`src/design/fac_pkg.sv`:
```
// Constants and state types for the auxiliary flash command handler.
// Assumes a 100 MHz mclk and serial pins that are asynchronous to it.
package fac_pkg;

  // Clock
  localparam int CLK_PERIOD_NS = 10;

  // Opcodes; only the table read opcode is fixed by the interface
  localparam logic [7:0] OP_RB_ENABLE = 8'h70;
  localparam logic [7:0] OP_RB_DISABLE = 8'h80;
  localparam logic [7:0] OP_RESET_ARM = 8'h66;
  localparam logic [7:0] OP_RESET = 8'h99;
  localparam logic [7:0] OP_NO_OPERATION = 8'h00;
  localparam logic [7:0] OP_PARAM_READ = 8'h5A;

  // Framing
  localparam logic [2:0] BIT_LAST = 3'h7;
  localparam logic [1:0] ADDR_BYTE_LAST = 2'h2;
  localparam logic [1:0] NBYTES_ONE = 2'h1;
  localparam logic [1:0] NBYTES_MORE = 2'h2;

  // Reset recovery, least times
  localparam int TRCV_PROG_NS = 20000;
  localparam int TRCV_OTHER_NS = 12000;
  localparam int RCV_PROG_CYC = (TRCV_PROG_NS + CLK_PERIOD_NS - 1) / CLK_PERIOD_NS;
  localparam int RCV_OTHER_CYC = (TRCV_OTHER_NS + CLK_PERIOD_NS - 1) / CLK_PERIOD_NS;
  localparam int RCV_W = 12;

  // Parameter table header area
  localparam logic [23:0] TABLE_HDR_SIZE = 24'h000018;
  localparam logic [7:0] TABLE_BLANK = 8'hFF;
  // Maker identifier: value is arbitrary
  localparam logic [7:0] MAKER_ID = 8'hA5;
  localparam logic [0:23][7:0] TABLE_HDR = {
    8'h53, 8'h46, 8'h44, 8'h50,  // signature
    8'h00, 8'h01, 8'h01, 8'hFF,  // minor, major, header count - 1
    8'h00, 8'h00, 8'h01, 8'h09,  // header 0: id, rev, length
    8'h30, 8'h00, 8'h00, 8'hFF,  // header 0: pointer
    MAKER_ID, 8'h00, 8'h01, 8'h04,  // header 1: id, rev, length
    8'h60, 8'h00, 8'h00, 8'hFF  // header 1: pointer
  };

  // Serial framing states, Gray along idle-opcode-address-dummy-data
  typedef enum logic [2:0] {
    ST_IDLE = 3'b000,
    ST_OPCODE = 3'b001,
    ST_ADDR = 3'b011,
    ST_DUMMY = 3'b010,
    ST_DATA = 3'b110,
    ST_TAIL = 3'b111
  } fac_state_type;

  typedef struct packed {
    logic cs_s1;
    logic cs_s2;
    logic cs_prev;
    logic sclk_s1;
    logic sclk_s2;
    logic sclk_prev;
    logic si_s1;
    logic si_s2;
    fac_state_type st;
    logic [2:0] bitcnt;
    logic [1:0] addrcnt;
    logic [1:0] nbytes;
    logic [7:0] shin;
    logic [7:0] opcode;
    logic [23:0] addr;
    logic [6:0] shout;
    logic so;
    logic so_oe;
    logic rb_en;
    logic arm;
    logic rst_pulse;
    logic abort;
    logic rcv_busy;
    logic [RCV_W-1:0] rcv_cnt;
  } fac_regs_type;

endpackage

```
`src/design/fac_cmd_handler.sv`:
```
// Auxiliary command handler of a serial NOR flash: ready/busy output control,
// no-operation, two-step software reset and parameter table read.
// Assumes chip_select_n, sclk and si come from pins asynchronous to mclk,
// and that sclk runs well below a quarter of the mclk rate.
//
// Overview of operation
// - Enabled ready/busy drives serial output in program mode
// - Off-boundary deselect rejects enable/disable command
// - Disable command stops ready/busy on output
// - No-operation cancels armed reset
// - No-operation touches nothing else
// - Armed reset returns device to standby
// - Reset acts only after reset-arm command
// - Any command but reset or reset-arm disarms pending reset
// - Reset aborts running program or erase
// - Recovery after program lasts longer
// - Upper data lines ignored for these commands
// - Deselect ends table read at once
// - Table revision bytes read 00h and 01h
// - Header count byte reads 01h
// - First header: id 00h, 9 words, 30h
// - Second header: maker id, 4 words, 60h
`timescale 1ns/10ps

module fac_cmd_handler (
  // Clock and reset
  input wire logic mclk,
  input wire logic resetn,
  // Serial pins
  input wire logic chip_select_n,
  input wire logic sclk,
  input wire logic si,
  input wire logic [2:0] upper_data_lines,
  output logic so,
  output logic so_oe,
  // Device core status
  input wire logic continuous_program_mode,
  input wire logic core_busy,
  input wire logic program_active,
  input wire logic erase_active,
  // Device core control
  output logic ready_busy_out_enable,
  output logic reset_armed,
  output logic soft_reset,
  output logic op_abort,
  output logic reset_recovering
);

  fac_pkg::fac_regs_type r_ff;
  fac_pkg::fac_regs_type nxt_r;

  logic sclk_rise;
  logic sclk_fall;
  logic cs_fall;
  logic cs_rise;
  logic [7:0] byte_in;
  logic [7:0] tbl_byte;
  logic on_boundary;

  // Edge detection compares second sync stages with their previous values
  assign sclk_rise = r_ff.sclk_s2 & ~r_ff.sclk_prev & ~r_ff.cs_s2;
  assign sclk_fall = ~r_ff.sclk_s2 & r_ff.sclk_prev & ~r_ff.cs_s2;
  assign cs_fall = ~r_ff.cs_s2 & r_ff.cs_prev;
  assign cs_rise = r_ff.cs_s2 & ~r_ff.cs_prev;
  // Only si is shifted; the upper data lines are never sampled
  assign byte_in = {r_ff.shin[6:0], r_ff.si_s2};
  // Exactly one opcode byte and no partial bits before deselect
  assign on_boundary = (r_ff.st == fac_pkg::ST_TAIL) && (r_ff.bitcnt == 3'h0) &&
                       (r_ff.nbytes == fac_pkg::NBYTES_ONE);

  // Header area of the table; undefined space reads blank
  always_comb begin
    if (r_ff.addr < fac_pkg::TABLE_HDR_SIZE) begin
      tbl_byte = fac_pkg::TABLE_HDR[r_ff.addr[4:0]];
    end else begin
      tbl_byte = fac_pkg::TABLE_BLANK;
    end
  end

  always_comb begin
    nxt_r = r_ff;
    nxt_r.cs_s1 = chip_select_n;
    nxt_r.cs_s2 = r_ff.cs_s1;
    nxt_r.cs_prev = r_ff.cs_s2;
    nxt_r.sclk_s1 = sclk;
    nxt_r.sclk_s2 = r_ff.sclk_s1;
    nxt_r.sclk_prev = r_ff.sclk_s2;
    nxt_r.si_s1 = si;
    nxt_r.si_s2 = r_ff.si_s1;
    nxt_r.rst_pulse = 1'b0;
    nxt_r.abort = 1'b0;

    // Recovery countdown after a software reset
    if (r_ff.rcv_busy) begin
      if (r_ff.rcv_cnt == '0) begin
        nxt_r.rcv_busy = 1'b0;
      end else begin
        nxt_r.rcv_cnt = r_ff.rcv_cnt - {{(fac_pkg::RCV_W-1){1'b0}}, 1'b1};
      end
    end

    if (cs_fall) begin
      nxt_r.st = fac_pkg::ST_OPCODE;
      nxt_r.bitcnt = 3'h0;
      nxt_r.nbytes = 2'h0;
    end else if (cs_rise) begin
      // Deselect ends any transfer immediately
      nxt_r.st = fac_pkg::ST_IDLE;
      // Commands executed at deselect are dropped during recovery; table reads still run
      if (on_boundary && !r_ff.rcv_busy) begin
        case (r_ff.opcode)
          fac_pkg::OP_RB_ENABLE: begin
            nxt_r.rb_en = 1'b1;
          end
          fac_pkg::OP_RB_DISABLE: begin
            nxt_r.rb_en = 1'b0;
          end
          fac_pkg::OP_RESET_ARM: begin
            nxt_r.arm = 1'b1;
          end
          fac_pkg::OP_RESET: begin
            if (r_ff.arm) begin
              // Back to standby with volatile state cleared
              nxt_r.arm = 1'b0;
              nxt_r.rb_en = 1'b0;
              nxt_r.rst_pulse = 1'b1;
              nxt_r.abort = program_active | erase_active;
              nxt_r.rcv_busy = 1'b1;
              // Program recovery is the longer of the two
              nxt_r.rcv_cnt = program_active ? fac_pkg::RCV_W'(fac_pkg::RCV_PROG_CYC - 1)
                                             : fac_pkg::RCV_W'(fac_pkg::RCV_OTHER_CYC - 1);
            end
          end
          default: begin
            // Nothing else is executed here
          end
        endcase
      end
    end else if (sclk_rise && r_ff.st != fac_pkg::ST_IDLE && r_ff.st != fac_pkg::ST_DATA) begin
      nxt_r.shin = byte_in;
      nxt_r.bitcnt = r_ff.bitcnt + 3'h1;
      if (r_ff.bitcnt == fac_pkg::BIT_LAST) begin
        case (r_ff.st)
          fac_pkg::ST_OPCODE: begin
            nxt_r.opcode = byte_in;
            nxt_r.nbytes = fac_pkg::NBYTES_ONE;
            // Any opcode but reset or reset-arm disarms; no-operation too
            if (byte_in != fac_pkg::OP_RESET && byte_in != fac_pkg::OP_RESET_ARM) begin
              nxt_r.arm = 1'b0;
            end
            if (byte_in == fac_pkg::OP_PARAM_READ) begin
              nxt_r.st = fac_pkg::ST_ADDR;
              nxt_r.addrcnt = 2'h0;
            end else begin
              nxt_r.st = fac_pkg::ST_TAIL;
            end
          end
          fac_pkg::ST_ADDR: begin
            nxt_r.addr = {r_ff.addr[15:0], byte_in};
            nxt_r.addrcnt = r_ff.addrcnt + 2'h1;
            if (r_ff.addrcnt == fac_pkg::ADDR_BYTE_LAST) begin
              nxt_r.st = fac_pkg::ST_DUMMY;
            end
          end
          fac_pkg::ST_DUMMY: begin
            nxt_r.st = fac_pkg::ST_DATA;
            nxt_r.bitcnt = 3'h0;
          end
          fac_pkg::ST_TAIL: begin
            nxt_r.nbytes = fac_pkg::NBYTES_MORE;
          end
          default: begin
            nxt_r.st = fac_pkg::ST_IDLE;
          end
        endcase
      end
    end else if (sclk_fall && r_ff.st == fac_pkg::ST_DATA) begin
      // Shift on the falling edge so the host samples on the rising one
      nxt_r.bitcnt = r_ff.bitcnt + 3'h1;
      if (r_ff.bitcnt == 3'h0) begin
        nxt_r.so = tbl_byte[7];
        nxt_r.shout = tbl_byte[6:0];
        nxt_r.addr = r_ff.addr + 24'h000001;
      end else begin
        nxt_r.so = r_ff.shout[6];
        nxt_r.shout = {r_ff.shout[5:0], 1'b0};
      end
    end

    // Output driver: table data, else ready/busy in program mode
    if (nxt_r.st == fac_pkg::ST_DATA && !cs_rise) begin
      nxt_r.so_oe = (r_ff.st == fac_pkg::ST_DATA) && (r_ff.so_oe || sclk_fall);
    end else if (r_ff.rb_en && continuous_program_mode) begin
      nxt_r.so_oe = 1'b1;
      nxt_r.so = ~core_busy;
    end else begin
      nxt_r.so_oe = 1'b0;
      nxt_r.so = 1'b0;
    end
  end

  always_ff @(posedge mclk or negedge resetn) begin
    if (!resetn) begin
      r_ff <= '0;
      r_ff.cs_s1 <= 1'b1;
      r_ff.cs_s2 <= 1'b1;
      r_ff.cs_prev <= 1'b1;
      r_ff.st <= fac_pkg::ST_IDLE;
    end else begin
      r_ff <= nxt_r;
    end
  end

  assign so = r_ff.so;
  assign so_oe = r_ff.so_oe;
  assign ready_busy_out_enable = r_ff.rb_en;
  assign reset_armed = r_ff.arm;
  assign soft_reset = r_ff.rst_pulse;
  assign op_abort = r_ff.abort;
  assign reset_recovering = r_ff.rcv_busy;

endmodule

```
`config.mk`:
```
export PLATFORM = sky130hd
export DESIGN_NAME = fac_cmd_handler
export DESIGN_NICKNAME = d
export VERILOG_FILES = /design/src/design/fac_pkg.sv /design/src/design/fac_cmd_handler.sv
export SDC_FILE = /design/constraint.sdc
export NUM_CORES = 1
export LEC_CHECK = 0
export BUFFER_PORTS_ARGS = -buffer_cell sky130_fd_sc_hd__buf_2
export CELL_PAD_IN_SITES_DETAIL_PLACEMENT = 0
export CELL_PAD_IN_SITES_GLOBAL_PLACEMENT = 1
export CORE_MARGIN = 1
export CORE_UTILIZATION = 44
export CTS_CLUSTER_DIAMETER = 150
export DETAILED_ROUTE_END_ITERATION = 7
export PLACE_DENSITY_LB_ADDON = 0.1
export SLEW_MARGIN = 25
export SYNTH_ARGS = -nofsm -noshare
export SYNTH_HDL_FRONTEND = slang
export SYNTH_SLANG_ARGS = --single-unit
```
`constraint.sdc`:
```
create_clock -name mclk -period 2 [get_ports mclk]
set_clock_uncertainty 0.1 [all_clocks]
set_input_delay 0.3 -clock mclk [delete_from_list [all_inputs] [get_ports mclk]]
set_output_delay 0.3 -clock mclk [all_outputs]
set_load 0.01 [all_outputs]
```
### Yosys cells after proc, flatten, opt, wreduce, memory -nomap -nowiden

Memory sizes are Yosys's and may differ from the RTL's.
Cells that the tools add are included.

* flip-flop bits (word level): 84
* ROM bits: 256
* output and inout port bits: 7
* logic and storage cells: 160
* memories: 1

Memories
* (name not given): words 32, bits a word 8, read ports 1, clocked after Yosys merged registers in 0, wr ports 0, RTL line fac_cmd_handler.sv:74 `tbl_byte = fac_pkg::TABLE_HDR[r_ff.addr[4:0]];`

* $add $sub $neg: 4
* $lt $le $gt $ge: 2
* equality and inequality tests: 28
* mux-type cells: 47
* bitwise gates (word level): 16
* reduce and logical (&&, ||, !) cells: 38

Operators by type and width (count)
* 24-bit 2-to-1 mux: 3
* 32-bit 2-to-1 mux: 2
* 55-bit 2-to-1 mux: 1
* 8-bit 2-to-1 mux: 6
* 15-bit 2-to-1 mux: 3
* 24-bit by 1-bit adder with 24-bit output, second input constant: 1
* 8-bit by 7-bit equality test with 1-bit output, second input constant: 3
* 24-bit by 5-bit < comparator with 1-bit output, second input constant: 1
* 3-bit 2-to-1 mux: 7
* 10-bit 2-to-1 mux: 2
* 20-bit 2-to-1 mux: 1
* 2-bit nonzero test: 9
* 17-bit 2-to-1 mux: 1
* 8-bit equality test, second input constant: 2
* 16-bit 2-to-1 mux: 1
* 2-bit inequality test, second input constant: 7
* 13-bit 2-to-1 mux: 1
* 3-bit equality test, second input constant: 4
* 12-bit zero test: 1
* 12-bit 2-to-1 mux: 1
* 3-bit one-hot mux with 4 select lines: 1
* 4-bit AND reduction: 3
* 6-bit AND reduction: 2
* 3-bit nonzero test: 4
* 31 further kinds: 68

### Depth between registers and ports, before layout

* depth after elaboration: 14
* mapped depth: 9
* mapped depth without buffers: 8

### Worst setup path after synthesis

Ideal clock, no wire load.

* path type: flip-flop to flip-flop
* start point: register r_ff[70] in the netlist's numbering
* end point: register r_ff[41] in the netlist's numbering
* arrival time: 1972 ps
* path slack: -207 ps
* cell stages (with the launch flop): 10
* buffers on the path: 3
* clock period less this slack: 2207 ps
* cell sequence: dfrtp_1 -> ha_1 -> ha_1 -> nor4bb_1 -> buf_2 -> and3_1 -> o21ai_0 -> buf_2 -> clkbuf_1 -> o21ai_0

* cells in the longest elaborated chain, start to end: 3
* elaborated cells on any way between the ends: 5
* classes of those cells: 2 x eq/ne; 3 x reduce/logical

RTL lines
* from (decl): RTL line fac_cmd_handler.sv:49 `fac_pkg::fac_regs_type r_ff;`
* from (signal assigned): RTL line fac_cmd_handler.sv:210 `r_ff <= nxt_r;`
* 3-bit equality test / 3-bit zero test (equally long branches): RTL line fac_cmd_handler.sv:142, fac_cmd_handler.sv:180
* 2-bit by 1-bit inequality test with 1-bit output (no line) / 2-bit nonzero test (equally long branches)
* 6-bit AND reduction (no line) (*)

Every way passes the cells marked *; elsewhere a longest branch is shown, timed or not.
A chain may end at the register's enable or synchronous reset.

### Worst setup path after layout

* start point: register r_ff[70] in the netlist's numbering
* end point: register r_ff[47] in the netlist's numbering

Same word-level chain as after synthesis.

==> flow_summary.yaml <==
synthesis:
  synth_area_leaders: "dfrtp_1 41%, o21ai_0 5.6%, mux2_2 3.7%"
  ys.flop_type: "dfrtp_1"
  syn_area_per_cell_um2: 9.29
  synth.net_count: 552
  synth-seq-area-share: 0.424
  yosysUniqueCellTypes: 74
  synth_warnings: 0
  syn-instance-count: 528
  synth_edf_count: 0
  syn_area_um2: 4910
  synth_top_area_share: 0.408
  synth_top_area_cell: "dfrtp_1"
  async_reset_ff_frac: 1.00
  yosys_register_bits: 83
job:
  cap_violations: 0
routing:
  routed_via_density: 5.82
  vias: 4675
  ant_nets: 0
  wl_per_cell_um: 18.1
  routed_wl_mm: 14.6
  first_pass_iters: 5
  route.detailed.drc: 0
  drt_iter0_markers: 381
clock_tree:
  cts_tree: "yes"
  insertion_delay_ns: 0.38
  cts.clk_slew.worst_paths_ns: 0.09
  cts_made_buffers: 9
  root_buffer: "clkbuf_8"
  htreeDepth: 3
  cts_max_path_buffers: 2
  clock_sinks: 83
sta:
  slew_headroom: 0.674
  finalCritPeriodShare: 1.05
  tightest_slew_ns: 0.488
  finalSetupViolCount: 32
  rsz0062_at_grt: "true"
  hold_viol: 0
  fmax_ghz: 0.475
  layout_setup_ws_ns: -0.104
  timing.setup.tns_ns: -1.53
  period_needed_ns: 2.10
  slew_viol_final: 0
  hold_ws_ns: 0.0325
setup_path:
  worstPathMaxFanout: 8
  cpLargestDelayFamily: "compound AO/OA/AOI/OAI gates"
  cp_num_cells: 9
  rr_worst_depth: 9
  path_cells: "ha_2, ha_4, nor4bb_4, buf_4, buf_6, o21a_4, buf_12, a22o_1, a22o_1"
  crit_top_cell: "a22o_1"
  slowest_stage: "dfrtp_1"
  cp.required_ns: 2.18
  slowest_delay_ns: 0.42
  worstSetupPathType: "register to register"
  cp_data_arrival_time_ns: 2.28
  critical_path_buf_inv_count: 3
  reg2reg_from: "r_ff[70]"
  startpoint_type: "register"
  timing.rr.end: "r_ff[47]"
  end_kind: "register"
  r2r_slack_ns: -0.10
global_route:
  grt.overflow.total: 0
  antenna_found_initial: 0
  grt_pass1_vias: 4700
  grt_max_degree: 35
  grt_usage: 0.265
  grt_pass1_wl_mm: 23.5
floorplan:
  core_area_um2: 10800
  rows: 38
  dieArea_um2: 11600
  start_util: 0.453
  io_pins: 19
  fp.dieH_um: 108
  die_x_um: 108
run_status:
  violations: "negative setup slack"
  status: "complete, but fails checks"
hold_path:
  hold_path_depth: 3
  hold-path-endpoint: "op_abort"
  min_from: "erase_active"
  min_path_type: "input port to register"
final_layout:
  layout_commonest_cell: "buf_4"
  nets: 682
  most-common-layout-cells: "106 x buf_4, 75 x dfrtp_1, 38 x nor2_1, 34 x nand2_1, 23 x o21ai_1"
  finalInstanceArea_um2: 6860
  drive_above_1_share: 0.430
  postLayoutCoreUtil: 0.633
  final.fill_count: 908
  num_antenna_cells: 0
  area_delta_synth_final_pct: 39.8
placed_design:
  placed_cell_area_um2: 5880
  place_congestion: 0.819
  io_buffer_count: 15
  hpwl_mm: 9.37
pwr:
  p_leak_uw: 0.00302
  pwr_density_cell_nw_per_um2: 540
  ir_drop_mv: 0.507
Yosys cell counts, drive strengths merged (3+ instances only):
library cell  instances
mux2i                 6
nand3b                3
and3                  5
mux2                 19
o211ai                7
nor3b                 5
a22oi                 4
clkbuf               16
dfstp                 3
a31oi                13
or3                   4
buf                  14
nand4                 4
nor2                 43
a32oi                 6
ha                   12
a221oi                4
a22o                  7
or2                   5
xnor2                 3
nor4                 17
nor2b                 4
nand2                38
a311oi                4
a21oi                25
dfrtp                80
nor3                 19
a21o                  5
o31ai                 4
o21ai                56
nand2b                9
xor2                  4
inv                  24
nand3                19
worst max-delay path by stage:
stage               slack (ns)  startpoint       end
CTS                      -0.12    r_ff[70]   r_ff[4]
global route             -0.17    r_ff[71]   r_ff[4]
global placement         -0.20    r_ff[55]   r_ff[4]
finish                   -0.10    r_ff[70]  r_ff[47]
detailed placement       -0.27    r_ff[55]   r_ff[4]
floorplan                -0.13    r_ff[70]   r_ff[4]
worst min-delay path: stages:
cell	delay, ns
buf_2	0.07
nor2_1	0.03
nor2_1	0.07
per-layer routing:
metal,wire (um),vias to the layer above,global-route usage
met1,6590,2296,0.354
met5,0,-,0
met4,346,0,0.120
li1,-,2230,-
met3,675,24,0.0424
met2,6940,125,0.422
flip-flops by register name, indices dropped and copies added (netlist names):
name                   flops
reset_recovering           1
nxt_r                      5
op_abort                   1
ready_busy_out_enable      1
byte_in                    8
reset_armed                1
r_ff                      63
so                         1
soft_reset                 1
so_oe                      1
power by group:
part	total, uW	internal (uW)	switching (uW)
Sequential	1780	1730	43.3
Clock	1320	675	642
Combinational	610	297	313
Total	3700	2710	998
per-stage QoR:
stage          total power (uW)  worst slack (ns)  cells
2_1_floorplan              2060            -0.126    528
3_3_place_gp               2300            -0.198    757
3_5_place_dp               2320            -0.268    757
4_1_cts                    3720            -0.121    800
5_1_grt                    3870            -0.173    803
6_report                   3700            -0.104    803
what timing repair did:
item                                    CTS  global route
hold buffers                              4             0
hold endpoints to repair                 57             0
endpoints found under the setup margin   53            57
pin swaps                                37            21
gates resized for setup                 101            51
gates cloned                              6             1
buffers inserted                         18             7
cell type report:
class                   instances  area [um^2]  share of cell area
inverters                      24         90.1              0.0131
repair buffers                147         1270               0.185
well taps                     140          175              0.0255
clock buffers                  12          165              0.0241
flip-flops and latches         83         2090               0.304
clock inverters                 4         47.5             0.00693
multi-input cells             393         3030               0.441
cell families after synthesis:
kind of cell | share of synthesized area
AO/OA/AOI/OAI | 0.207
XOR/XNOR | 0.0163
adder cells (fa/ha/maj) | 0.0306
buffers and inverters | 0.0492
flip-flops | 0.424
multiplexers | 0.0581
AND/OR/NAND/NOR | 0.215
(Power assumes the default switching activity.)
